### src/rtl/fwls_pkg.sv
`default_nettype none
// Shared constants, types and helpers of the flash status register block.
package fwls_pkg;

  // Byte type used for register images on the pins.
  typedef logic [7:0] fwls_byte_t;

  // Opcodes decoded by this block.
  localparam fwls_byte_t OPC_ARM = 8'h06;
  localparam fwls_byte_t OPC_DISARM = 8'h04;
  localparam fwls_byte_t OPC_ID = 8'h9f;
  localparam fwls_byte_t OPC_STAT_RD = 8'h05;
  localparam fwls_byte_t OPC_STAT_WR = 8'h01;
  // Configuration read opcode; a plain default, overridable at the top.
  localparam fwls_byte_t OPC_CFG_RD_DEF = 8'h15;

  // Status byte field positions.
  localparam int BIT_LOCK = 7;
  localparam int BIT_QUAD = 6;
  localparam int BIT_PL_HI = 5;
  localparam int BIT_PL_LO = 2;
  localparam int BIT_LATCH = 1;
  localparam int BIT_BUSY = 0;
  // Configuration byte field positions.
  localparam int CFG_BIT_DC = 7;
  localparam int CFG_BIT_LOWEND = 3;

  // Reset values of the stored bits.
  localparam logic [3:0] RST_PL = 4'h0;
  localparam logic RST_BIT = 1'b0;

  // Identification bytes; the values are arbitrary.
  localparam fwls_byte_t ID_MAKER_DEF = 8'h5a;
  localparam fwls_byte_t ID_TYPE_DEF = 8'h3c;
  localparam fwls_byte_t ID_DEV_DEF = 8'h17;

  // Timing: system clock period and register-write interval, in ns.
  localparam int unsigned CLK_NS = 50;
  localparam int unsigned TW_NS_DEF = 10000;

  // Bit counts of the readout units and the last bit of a byte.
  localparam logic [4:0] UNIT_ID_BITS = 5'h18;
  localparam logic [4:0] UNIT_REG_BITS = 5'h08;
  localparam logic [2:0] BYTE_LAST = 3'h7;

  // Readout unit selectors.
  localparam logic [1:0] SEL_STAT = 2'h0;
  localparam logic [1:0] SEL_CFG = 2'h1;
  localparam logic [1:0] SEL_ID = 2'h2;

  // Command frame states.
  typedef enum logic [2:0] {
    ST_OPC = 3'b000,
    ST_WAIT = 3'b001,
    ST_WDATA = 3'b010,
    ST_OUT = 3'b011,
    ST_SKIP = 3'b100
  } fwls_state_e;

  // Packs the status byte from its fields.
  function automatic fwls_byte_t fwls_pack_status(input logic lock, input logic quad,
      input logic [3:0] pl, input logic latch, input logic busy);
    fwls_byte_t b;
    b = 8'h00;
    b[BIT_LOCK] = lock;
    b[BIT_QUAD] = quad;
    b[BIT_PL_HI:BIT_PL_LO] = pl;
    b[BIT_LATCH] = latch;
    b[BIT_BUSY] = busy;
    return b;
  endfunction : fwls_pack_status

endpackage : fwls_pkg
`default_nettype wire

### src/rtl/fwls_link_if.sv
`timescale 1ns/1ns
`default_nettype none
// Synchronised pin levels and serial clock events, from sampler to register logic.
interface fwls_link_if;
  logic cs_n;      // Chip select, synchronised level.
  logic cs_rise;   // Chip select rose, one-cycle pulse.
  logic sck_rise;  // Serial clock rose, one-cycle pulse.
  logic sck_fall;  // Serial clock fell, one-cycle pulse.
  logic sdi;       // Serial data lane zero, synchronised.
  logic guard_n;   // Lane two level, write guard when quad is off.
  logic pause_n;   // Lane three level, pause when quad is off.
  modport drv (output cs_n, cs_rise, sck_rise, sck_fall, sdi, guard_n, pause_n);
  modport use_side (input cs_n, cs_rise, sck_rise, sck_fall, sdi, guard_n, pause_n);
endinterface : fwls_link_if
`default_nettype wire

### src/rtl/fwls_pin_sync.sv
`timescale 1ns/1ns
`default_nettype none
// Two-stage synchronisers for the serial pins and edge detection of clock and select.
module fwls_pin_sync (
  // Clock, reset and enable.
  input wire logic clk_sys,
  input wire logic rst,
  input wire logic clk_en,
  // Raw pins.
  input wire logic chip_select_n,
  input wire logic serial_clock,
  input wire logic io_lane_zero,
  input wire logic io_lane_two,
  input wire logic io_lane_three,
  // Synchronised view.
  fwls_link_if.drv link
);
  import fwls_pkg::*;

  logic [4:0] meta_ff;  // First stages, read only by the second stages.
  logic [4:0] sync_ff;  // Second stages: {lane3, lane2, sdi, sck, cs_n}.
  logic sck_d_ff;       // Delayed serial clock for edge detection.
  logic cs_d_ff;        // Delayed select for edge detection.

  // Idle select and data pins are high; reset loads that so no false select edge appears.
  always_ff @(posedge clk_sys or posedge rst) begin
    if (rst) begin
      meta_ff <= 5'h1f;
      sync_ff <= 5'h1f;
    end else if (clk_en) begin
      meta_ff <= {io_lane_three, io_lane_two, io_lane_zero, serial_clock, chip_select_n};
      sync_ff <= meta_ff;
    end
  end

  // Third stage for edges, fed only from the second stage.
  always_ff @(posedge clk_sys or posedge rst) begin
    if (rst) begin
      sck_d_ff <= 1'b1;
      cs_d_ff <= 1'b1;
    end else if (clk_en) begin
      sck_d_ff <= sync_ff[1];
      cs_d_ff <= sync_ff[0];
    end
  end

  // Events are gated by the enable so a frozen cycle does not repeat them.
  assign link.cs_n = sync_ff[0];
  assign link.cs_rise = clk_en & sync_ff[0] & ~cs_d_ff;
  assign link.sck_rise = clk_en & sync_ff[1] & ~sck_d_ff;
  assign link.sck_fall = clk_en & ~sync_ff[1] & sck_d_ff;
  assign link.sdi = sync_ff[2];
  assign link.guard_n = sync_ff[3];
  assign link.pause_n = sync_ff[4];

endmodule : fwls_pin_sync
`default_nettype wire

### src/rtl/fwls_regs.sv
`timescale 1ns/1ns
`default_nettype none
module fwls_regs #(
  parameter int unsigned TW_NS = fwls_pkg::TW_NS_DEF,
  parameter fwls_pkg::fwls_byte_t ID_MAKER = fwls_pkg::ID_MAKER_DEF,
  parameter fwls_pkg::fwls_byte_t ID_TYPE = fwls_pkg::ID_TYPE_DEF,
  parameter fwls_pkg::fwls_byte_t ID_DEV = fwls_pkg::ID_DEV_DEF,
  parameter fwls_pkg::fwls_byte_t CFG_READ_OPC = fwls_pkg::OPC_CFG_RD_DEF
) (
  // Clock, reset and enable.
  input wire logic clk_sys,
  input wire logic rst,
  input wire logic clk_en,
  // Serial pins from the host.
  input wire logic chip_select_n,
  input wire logic serial_clock,
  input wire logic io_lane_zero,
  input wire logic io_lane_two,
  input wire logic io_lane_three,
  // Serial output lane and its enable.
  output logic serial_output,
  output logic serial_output_oe,
  // Requests from the program and erase engine.
  input wire logic mod_req,
  input wire logic mod_whole_wipe,
  input wire logic mod_protected,
  input wire logic op_busy,
  input wire logic op_done,
  // Grants and mode levels back to the device.
  output logic mod_go,
  output logic quad_cmds_allowed,
  output logic pause_active,
  output logic hw_lock_state,
  output logic protect_from_low_end,
  // Register images.
  output fwls_pkg::fwls_byte_t flash_status_byte,
  output fwls_pkg::fwls_byte_t config_byte
);
  import fwls_pkg::*;

  // Write interval in system clock cycles, rounded up.
  localparam int unsigned TW_CYC = (TW_NS + CLK_NS - 1) / CLK_NS;

  fwls_link_if lk ();  // Synchronised pin view.

  fwls_state_e st_ff;        // Frame state.
  logic [2:0] bit_cnt_ff;    // Bit position within the current byte.
  fwls_byte_t shin_ff;       // Shift-in register.
  fwls_byte_t opc_ff;        // Opcode of this frame.
  fwls_byte_t wstat_ff;      // First data byte of a register write.
  fwls_byte_t wcfg_ff;       // Second data byte of a register write.
  logic [1:0] wbytes_ff;     // Data bytes collected, saturating at two.
  logic [23:0] out_sh_ff;    // Output shift register, MSB leaves first.
  logic [4:0] out_left_ff;   // Bits left in the current unit.
  logic [1:0] out_sel_ff;    // Which unit is being read out.
  logic latch_ff;            // Write latch.
  logic lock_ff;             // Status lock bit.
  logic quad_ff;             // Quad pins enable.
  logic [3:0] pl_ff;         // Protect level bits.
  logic lowend_ff;           // Protect from low end, one-time.
  logic dc_ff;               // Dummy cycle selector in the config byte.
  logic tw_active_ff;        // Register write interval running.
  logic [23:0] tw_cnt_ff;    // Cycles left in the interval.
  logic so_ff;               // Output bit.
  logic so_oe_ff;            // Output drive enable.

  fwls_byte_t opc_now;       // Byte completed by the current rising edge.
  logic bit_edge;            // Rising edge taken.
  logic out_edge;            // Falling edge taken.
  logic busy_flag;           // Busy bit.
  logic arm_exec;            // Arm completes this cycle.
  logic disarm_exec;         // Disarm completes this cycle.
  logic wr_req;              // Well-framed register write ended.
  logic wr_start;            // Register write accepted.
  logic tw_end;              // Last cycle of the write interval.

  fwls_pin_sync u_sync (
    .clk_sys(clk_sys),
    .rst(rst),
    .clk_en(clk_en),
    .chip_select_n(chip_select_n),
    .serial_clock(serial_clock),
    .io_lane_zero(io_lane_zero),
    .io_lane_two(io_lane_two),
    .io_lane_three(io_lane_three),
    .link(lk.drv)
  );

  // Returns a readout unit, left-aligned, with its bit count.
  function automatic logic [28:0] unit_word(input logic [1:0] sel, input fwls_byte_t stat,
      input fwls_byte_t cfg);
    logic [28:0] w;
    w = {UNIT_REG_BITS, stat, 16'h0000};
    if (sel == SEL_CFG) begin
      w = {UNIT_REG_BITS, cfg, 16'h0000};
    end else if (sel == SEL_ID) begin
      w = {UNIT_ID_BITS, ID_MAKER, ID_TYPE, ID_DEV};
    end
    return w;
  endfunction : unit_word

  // pause only while quad is off.
  // quad on kills pause and lock state.
  assign pause_active = ~quad_ff & ~lk.pause_n;
  assign hw_lock_state = lock_ff & ~lk.guard_n & ~quad_ff;
  assign quad_cmds_allowed = quad_ff;
  assign protect_from_low_end = lowend_ff;

  // only lane zero is read as data; a paused bus takes no edges.
  // rising edges sample, falling edges shift out.
  assign opc_now = {shin_ff[6:0], lk.sdi};
  assign bit_edge = lk.sck_rise & ~lk.cs_n & ~pause_active;
  assign out_edge = lk.sck_fall & ~lk.cs_n & ~pause_active;

  // busy while an operation or the write interval runs.
  assign busy_flag = op_busy | tw_active_ff;

  // arm and disarm act on a lone-byte frame.
  // any extra clock moves the frame to skip.
  assign arm_exec = lk.cs_rise & (st_ff == ST_WAIT) & (opc_ff == OPC_ARM);
  assign disarm_exec = lk.cs_rise & (st_ff == ST_WAIT) & (opc_ff == OPC_DISARM);

  // select must rise on a byte boundary after at least one byte.
  assign wr_req = lk.cs_rise & (st_ff == ST_WDATA) & (bit_cnt_ff == 3'h0) & (wbytes_ff != 2'h0);
  assign wr_start = wr_req & latch_ff & ~hw_lock_state & ~busy_flag;
  assign tw_end = tw_active_ff & (tw_cnt_ff == 24'h000001);

  // whole wipe only with zero protect level.
  assign mod_go = mod_req & latch_ff & ~mod_protected & ~busy_flag
                  & ~(mod_whole_wipe & (pl_ff != RST_PL));

  assign flash_status_byte = fwls_pack_status(lock_ff, quad_ff, pl_ff, latch_ff, busy_flag);
  always_comb begin
    config_byte = 8'h00;
    config_byte[CFG_BIT_DC] = dc_ff;
    config_byte[CFG_BIT_LOWEND] = lowend_ff;
  end

  // Frame state: decides what the bytes after the opcode mean.
  always_ff @(posedge clk_sys or posedge rst) begin
    if (rst) begin
      st_ff <= ST_OPC;
    end else if (clk_en) begin
      if (lk.cs_n) begin
        st_ff <= ST_OPC;
      end else if (bit_edge) begin
        case (st_ff)
          ST_OPC: begin
            if (bit_cnt_ff == BYTE_LAST) begin
              case (opc_now)
                OPC_ARM, OPC_DISARM: st_ff <= ST_WAIT;
                OPC_STAT_WR: st_ff <= ST_WDATA;
                OPC_STAT_RD: st_ff <= ST_OUT;
                // no id read during an operation.
                OPC_ID: st_ff <= op_busy ? ST_SKIP : ST_OUT;
                CFG_READ_OPC: st_ff <= ST_OUT;
                default: st_ff <= ST_SKIP;
              endcase
            end
          end
          // Arm and disarm take no further clocks.
          ST_WAIT: st_ff <= ST_SKIP;
          default: st_ff <= st_ff;
        endcase
      end
    end
  end

  // Input shifting, bit count and captured bytes.
  always_ff @(posedge clk_sys or posedge rst) begin
    if (rst) begin
      bit_cnt_ff <= 3'h0;
      shin_ff <= 8'h00;
      opc_ff <= 8'h00;
      wstat_ff <= 8'h00;
      wcfg_ff <= 8'h00;
      wbytes_ff <= 2'h0;
    end else if (clk_en) begin
      if (lk.cs_n) begin
        bit_cnt_ff <= 3'h0;
        wbytes_ff <= 2'h0;
      end else if (bit_edge) begin
        bit_cnt_ff <= bit_cnt_ff + 3'h1;
        shin_ff <= opc_now;
        if (bit_cnt_ff == BYTE_LAST) begin
          if (st_ff == ST_OPC) begin
            opc_ff <= opc_now;
          end else if (st_ff == ST_WDATA) begin
            // First byte is status, second is configuration, later ones ignored.
            if (wbytes_ff == 2'h0) begin
              wstat_ff <= opc_now;
            end else if (wbytes_ff == 2'h1) begin
              wcfg_ff <= opc_now;
            end
            if (wbytes_ff != 2'h2) begin
              wbytes_ff <= wbytes_ff + 2'h1;
            end
          end
        end
      end
    end
  end

  // Write latch: set wins over any clear in the same cycle.
  always_ff @(posedge clk_sys or posedge rst) begin
    if (rst) begin
      latch_ff <= RST_BIT;
    end else if (clk_en) begin
      if (arm_exec) begin
        latch_ff <= 1'b1;
      end else if (disarm_exec | tw_end | op_done | (mod_req & mod_protected)) begin
        latch_ff <= 1'b0;
      end
    end
  end

  // Self-timed register write interval.
  always_ff @(posedge clk_sys or posedge rst) begin
    if (rst) begin
      tw_active_ff <= 1'b0;
      tw_cnt_ff <= 24'h000000;
    end else if (clk_en) begin
      if (wr_start) begin
        tw_active_ff <= 1'b1;
        tw_cnt_ff <= 24'(TW_CYC);
      end else if (tw_active_ff) begin
        tw_cnt_ff <= tw_cnt_ff - 24'h000001;
        if (tw_end) begin
          tw_active_ff <= 1'b0;
        end
      end
    end
  end

  // Stored status and configuration bits, changed only by an accepted write.
  always_ff @(posedge clk_sys or posedge rst) begin
    if (rst) begin
      lock_ff <= RST_BIT;
      quad_ff <= RST_BIT;
      pl_ff <= RST_PL;
      lowend_ff <= RST_BIT;
      dc_ff <= RST_BIT;
    end else if (clk_en) begin
      if (wr_start) begin
        // protect levels from the write only.
        lock_ff <= wstat_ff[BIT_LOCK];
        quad_ff <= wstat_ff[BIT_QUAD];
        pl_ff <= wstat_ff[BIT_PL_HI:BIT_PL_LO];
        if (wbytes_ff == 2'h2) begin
          // low-end bit can only be set.
          lowend_ff <= lowend_ff | wcfg_ff[CFG_BIT_LOWEND];
          dc_ff <= wcfg_ff[CFG_BIT_DC];
        end
      end
    end
  end

  // Output shifter: loads at the opcode, shifts and reloads on falling edges.
  always_ff @(posedge clk_sys or posedge rst) begin
    if (rst) begin
      out_sh_ff <= 24'h000000;
      out_left_ff <= 5'h00;
      out_sel_ff <= SEL_STAT;
      so_ff <= 1'b0;
      so_oe_ff <= 1'b0;
    end else if (clk_en) begin
      if (lk.cs_n | pause_active) begin
        // no drive with select high; pause also releases the lane.
        so_oe_ff <= 1'b0;
      end else if (bit_edge & (st_ff == ST_OPC) & (bit_cnt_ff == BYTE_LAST)) begin
        out_sel_ff <= (opc_now == OPC_ID) ? SEL_ID
                    : ((opc_now == CFG_READ_OPC) ? SEL_CFG : SEL_STAT);
        {out_left_ff, out_sh_ff} <= unit_word((opc_now == OPC_ID) ? SEL_ID
                    : ((opc_now == CFG_READ_OPC) ? SEL_CFG : SEL_STAT),
                    flash_status_byte, config_byte);
      end else if (out_edge & (st_ff == ST_OUT)) begin
        so_ff <= out_sh_ff[23];
        so_oe_ff <= 1'b1;
        if (out_left_ff == 5'h01) begin
          {out_left_ff, out_sh_ff} <= unit_word(out_sel_ff, flash_status_byte, config_byte);
        end else begin
          out_sh_ff <= {out_sh_ff[22:0], 1'b0};
          out_left_ff <= out_left_ff - 5'h01;
        end
      end
    end
  end

  assign serial_output = so_ff;
  assign serial_output_oe = so_oe_ff;
endmodule : fwls_regs
`default_nettype wire

### config.mk
export PLATFORM = sky130hd
export DESIGN_NAME = fwls_regs
export DESIGN_NICKNAME = d
export VERILOG_FILES = /design/src/rtl/fwls_pkg.sv /design/src/rtl/fwls_link_if.sv /design/src/rtl/fwls_pin_sync.sv /design/src/rtl/fwls_regs.sv
export SDC_FILE = /design/constraint.sdc
export NUM_CORES = 1
export LEC_CHECK = 0
export ABC_CLOCK_PERIOD_IN_PS = 6550
export BUFFER_PORTS_ARGS = -buffer_cell sky130_fd_sc_hd__buf_4
export CORE_ASPECT_RATIO = 0.7
export CORE_UTILIZATION = 55
export CTS_BUF_LIST = sky130_fd_sc_hd__clkbuf_4 sky130_fd_sc_hd__clkbuf_8 sky130_fd_sc_hd__clkbuf_16
export DETAILED_ROUTE_END_ITERATION = 7
export PLACE_DENSITY = 0.74
export SYNTH_ARGS = -nofsm -noshare
export SYNTH_HDL_FRONTEND = slang
export SYNTH_SLANG_ARGS = --single-unit
### constraint.sdc
create_clock -name clk_sys -period 6.55 [get_ports clk_sys]
set_input_delay 0.3275 -clock clk_sys [delete_from_list [all_inputs] [get_ports clk_sys]]
set_output_delay 0.3275 -clock clk_sys [all_outputs]
set_load 0.005 [all_outputs]
Word-level counts from Yosys, hierarchy flattened
Cells that the tools add are included.
{"block": "op_classes", "n_mux": 36, "n_addsub": 4, "n_bitwise": 54, "n_reduce_logical": 31, "eq_ne": 24}
{"operator": "two-way mux 24 bit", "count": 5}
{"operator": "two-way mux 29 bit", "count": 4}
{"operator": "equality test 8 x 3 -> 1 bit, second input constant", "count": 5}
{"operator": "AND 1 bit", "count": 32}
{"operator": "equality test 24 x 1 -> 1 bit, second input constant", "count": 1}
{"operator": "subtractor 24 x 1 -> 24 bit, second input constant", "count": 1}
{"operator": "two-way mux 3 bit", "count": 6}
{"operator": "nonzero test 2 bit", "count": 9}
{"operator": "NOT 1 bit", "count": 16}
{"operator": "two-way mux 5 bit", "count": 3}
{"operator": "AND reduction 3 bit", "count": 5}
{"operator": "two-way mux 2 bit", "count": 7}
{"operator": "one-hot mux 3 bit (4 select lines)", "count": 1}
{"operator": "two-way mux 1 bit", "count": 9}
{"operator": "equality test 8 x 1 -> 1 bit, second input constant", "count": 1}
{"operator": "equality test 8 x 5 -> 1 bit, second input constant", "count": 1}
{"operator": "equality test 8 bit, second input constant", "count": 1}
{"operator": "AND reduction 2 bit", "count": 4}
{"operator": "AND reduction 4 bit", "count": 2}
{"operator": "AND reduction 8 bit", "count": 1}
{"operator": "AND reduction 7 bit", "count": 1}
{"operator": "equality test 2 x 1 -> 1 bit, second input constant", "count": 3}
{"operator": "equality test 2 bit, second input constant", "count": 3}
{"operator": "equality test 3 x 2 -> 1 bit, second input constant", "count": 2}
{"operator": "18 further kinds", "count": 26}
{"block": "word_totals", "out_inout_bits": 23, "word_cells": 173, "input_bits": 13, "regBits": 118}

Longest topological paths before layout
{"block": "logic_depth", "word_depth": 10, "ltp_mapped": 8, "depth_no_buf": 7}

Modules after synthesis
A second synthesis with hierarchy kept.
{"block": "hier_totals", "hier_cells": 560, "hier_area_um2": 5888.1}
{"module": "fwls_regs", "cells_per_inst": 530, "seq_area_each_um2": 2452.4, "instances": 1, "area_each_um2": 5346.4}
{"module": "fwls_pin_sync", "cells_per_inst": 30, "seq_area_each_um2": 315.3, "instances": 1, "area_each_um2": 541.8}

Least setup slack after synthesis
OpenSTA, ideal clock, no wires.
{"block": "synth_path", "kind": "flip-flop to flip-flop", "start": "register wbytes_ff[0]", "end": "register pl_ff[2]", "path_stages_with_launch": 8, "arrival_time_ps": 1939, "setup_time_ps": 125, "synth_period_minus_slack_ps": 2064, "required_time_ps": 6425, "path_buffers": 1, "slack_ps": 4486, "path_cell_list": "dfrtp_1 inv_1 ha_1 nor4b_1 nand2_1 nor4_4 buf_2 mux2_2"}
{"block": "synth_via", "elab_chain_cells": 6}
{"element": "from (decl)", "line_no": "fwls_regs.sv:52", "text": "logic [1:0] wbytes_ff;"}
{"element": "from (signal assigned)", "line_no": "fwls_regs.sv:196", "text": "wbytes_ff <= wbytes_ff + 2'h1;"}
{"element": "nonzero test 2 bit", "line_no": "fwls_regs.sv:124", "text": "assign wr_req = lk.cs_rise & (st_ff == ST_WDATA) & (bit_cnt_ff == 3'h0) & (wbytes_ff != 2'h0);"}
{"element": "AND 1 bit", "line_no": "fwls_regs.sv:124"}
{"element": "AND 1 bit (3 in a row)", "line_no": "fwls_regs.sv:125", "text": "assign wr_start = wr_req & latch_ff & ~hw_lock_state & ~busy_flag;"}
{"element": "AND reduction 2 bit (no source line)"}
{"element": "to (signal assigned)", "line_no": "fwls_regs.sv:248", "text": "pl_ff <= wstat_ff[BIT_PL_HI:BIT_PL_LO];"}
{"element": "to (decl)", "line_no": "fwls_regs.sv:59", "text": "logic [3:0] pl_ff;"}
No other way between the ends.
A chain may end at the register's enable or synchronous reset.

Worst setup path after layout
{"block": "layout_path", "start": "register wbytes_ff[0]", "end": "register pl_ff[0]"}
The elaborated chain is that of the path after synthesis.

==> summary.md <==
| Metric | Value |
|---|---|
| Max frequency | `0.381 GHz` |
| PostCTS Resize Cnt | `0` |
| VDD IR max | `0.197 mV` |
| DP HPWL | `8070 um` |
| Nets | `569` |
| Layout fillers | `732` |
| Total global-route track usage | `24.4%` |
| Hold-fix buffers, CTS | `0` |
| First-pass GRT wire length | `19,200 um` |
| Logic gate share of total power | `7.8%` |
| Post-CTS Setup Bufs | `0` |
| Ys async rst share | `100%` |
| Hold Crit Class | `in2async` |
| Die Wd | `120 um` |
| Ys flop type | `dfrtp_1` |
| CTS tree | `done` |
| Routability-driven placement congestion ratio | `0.881` |
| Post-Layout Cell Count | `675` |
| Drt wl/cell | `16.8 um` |
| DR pass1 iterations | `5` |
| Synth unique cells | `61` |
| Cell Area, Synth | `5350 um2` |
| Max-cap viol count | `0` |
| Die height | `84.5 um` |
| Rel. slew slack | `49.1%` |
| WL met3 | `567 um` |
| DP Cell Count | `659` |
| Clock power frac | `40.3%` |
| LEAKAGE | `2.78 nW` |
| Sum of negative setup slack | `0 ns` |
| Sink Count | `110` |
| Synth area leader | `dfrtp_1` |
| Routed WL | `11,300 um` |
| Status | `finished clean` |
| GRT overflow | `0` |
| Yosys reg bits | `110` |
| Final WS setup | `3.93 ns` |
| Post-route minimum period | `2.62 ns` |
| Row count | `29` |
| Post-synth top cells | `dfrtp_1 (98), nand2_1 (78), nor2_1 (48)` |
| Skew final | `0.00639 ns` |
| Synth warnings | `0` |
| Final Hold Fails | `0` |
| WP data required | `6.78 ns` |
| RSZ-0062 raised after global routing | `false` |
| I/O Buffers | `29` |
| Fin. max-slew vios | `0` |
| DRC viols | `0` |
| Largest net degree at the start of global routing | `62` |
| Synth-to-Final Area Change | `10.7%` |
| Sw Pwr | `0.000359 W` |
| Final clock period utilization by the worst path | `40.0%` |
| Skew-Pair Late Insertion Delay | `0.34 ns` |
| Count leader, synth | `dfrtp_1` |
| M1 WL | `5830 um` |
| CTS root buf | `clkbuf_16` |
| Design area | `5920 um2` |
| CTS Buffer Depth | `2` |
| Worst-margin pin slew | `0.761 ns` |
| Antenna-violating nets left | `0` |
| Critical Path Start Type | `flop` |
| Max Fanout on Critical Path | `22` |
| Post-synth EDFFs | `0` |
| CORE AREA | `9250 um2` |
| N_diodes | `0` |
| Initial DRC count | `376` |
| Top cell type's share of synthesized area | `45.9%` |
| Initial antenna violation count | `1` |
| Final setup fails | `0` |
| Sequential Power Share | `51.9%` |
| Vias | `3,944` |
| WL met2 | `4830 um` |
| Share of cells above drive strength 1 | `18.7%` |
| Power Density | `248 nW/um2` |
| Die area | `10,100 um2` |
| Avg Cell Area, Syn | `10.0 um2` |
| Clock Pin Slew Worst Setup and Hold Paths | `0.07 ns` |
| Initial Utilization | `57.8%` |
| Num ports | `36` |
| Net Sw Frac | `24.5%` |
| Placed Instance Area | `5590 um2` |
| WHS | `0.112 ns` |
| Vias per inst | `5.84` |
| Synth Instances | `532` |
| H-tree Lvls | `3` |
| Internal power | `0.00111 W` |
| Via count of the first global-routing pass | `3,771` |
| Uppermost routed layer | `met5` |
| Worst setup EP type | `flop` |
| Synth area leaders | `dfrtp_1 (46%), dfstp_2 (5.9%), nand2_1 (5.5%)` |
| Register area share after synthesis | `51.8%` |
| Setup WS pre-CTS | `3.96 ns` |
| CTS buffer count | `9` |
| Critical Path AT | `2.85 ns` |
| CP Class | `reg2reg` |
critical path: stages (launching register included):
cell and delay, ns:
dfrtp_1 0.40, inv_1 0.09, ha_1 0.25, nor4b_1 0.27, nand2_1 0.14, nor4_4 0.62, buf_4 0.37, mux2_2 0.36
cell type report:
| type | count | area, um2 | share of cell area (%) |
|---|---|---|---|
| well taps | 124 | 155 | 2.62 |
| multi-input cells | 373 | 2340 | 39.6 |
| clock buffers | 11 | 246 | 4.16 |
| inverters | 19 | 73.8 | 1.25 |
| clock inverters | 5 | 82.6 | 1.40 |
| repair buffers | 33 | 248 | 4.19 |
| flip-flops and latches | 110 | 2770 | 46.8 |
layout by cell type (no fill, tap or decap), types with 3 or more instances in the layout:
cell type	n
a21oi_1	21
a22o_1	10
a31oi_1	4
and3_1	6
and4bb_2	3
buf_4	33
clkbuf_16	9
conb_1	6
dfrtp_1	98
dfstp_2	12
ha_1	10
inv_1	18
mux2_2	25
mux2i_1	3
nand2_1	78
nand2b_1	5
nand3_1	15
nand3b_1	6
nand4_1	4
nand4b_1	3
nor2_1	48
nor2b_1	6
nor3_1	9
nor4_1	6
nor4b_2	3
o21ai_0	35
o22ai_1	4
o2bb2ai_1	3
or2_2	3
xnor2_1	5
xor2_1	18
per-layer routing:
| metal | track usage [%] | up-vias |
|---|---|---|
| li1 | - | 1862 |
| met1 | 37.5 | 1970 |
| met2 | 35.0 | 98 |
| met3 | 5.64 | 12 |
| met4 | 5.57 | 2 |
| met5 | 0 | - |
registers in the layout (all words and copies together) (netlist names), 2 cells and up:
name,count
bit_cnt_ff,3
opc_ff,8
out_left_ff,5
out_sel_ff,2
out_sh_ff,24
pl_ff,4
shin_ff,7
st_ff,3
tw_cnt_ff,24
u_sync.meta_ff,5
u_sync.sync_ff,5
wbytes_ff,2
wcfg_ff,2
wstat_ff,6
cells by family (layout without fill, tap and decap cells):
logic type / after synthesis / in the layout / synth area share [%]
buffers and inverters: 54 / 68 / 4.82
muxes: 28 / 28 / 5.83
and+or+nand+nor: 208 / 208 / 19.7
adders and majority gates: 12 / 12 / 2.72
xor gates and xnor gates: 23 / 23 / 3.77
AOI/OAI and AO/OA: 96 / 96 / 11.3
DFF: 110 / 110 / 51.8
other: 1 / 6 / 0.0702
through the flow:
step	total power, W	utilization, %
6_report	0.00147	64.0
5_1_grt	0.00152	64.0
4_1_cts	0.00148	64.0
3_5_place_dp	0.000886	60.4
3_3_place_gp	0.000879	60.4
2_1_floorplan	0.000839	-
path summary, 6_finish.rpt:
kind | start | endpoint | slack (ns) | cells after the start
min in group clk_sys | io_lane_three | u_sync.meta_ff[4] | 0.22 | 2
worst max-delay path | wbytes_ff[0] | pl_ff[0] | 3.93 | 7
worst max register to register | wbytes_ff[0] | pl_ff[0] | 3.93 | 7
worst min register to register | opc_ff[7] | opc_ff[7] | 0.47 | 2
worst min-delay path | rst | tw_cnt_ff[7] | 0.11 | 2
max in group asynchronous | rst | opc_ff[2] | 5.32 | 3
power groups by stage:
| stage | registers [W] | logic [W] | clock network (W) |
|---|---|---|---|
| floorplan | 0.000748 | 0.0000911 | 0 |
| global placement | 0.000771 | 0.000108 | 0 |
| detailed placement | 0.000773 | 0.000113 | 0 |
| CTS | 0.000760 | 0.000113 | 0.000602 |
| global route | 0.000766 | 0.000129 | 0.000625 |
| finish | 0.000762 | 0.000114 | 0.000592 |
(Power assumes the default switching activity.)
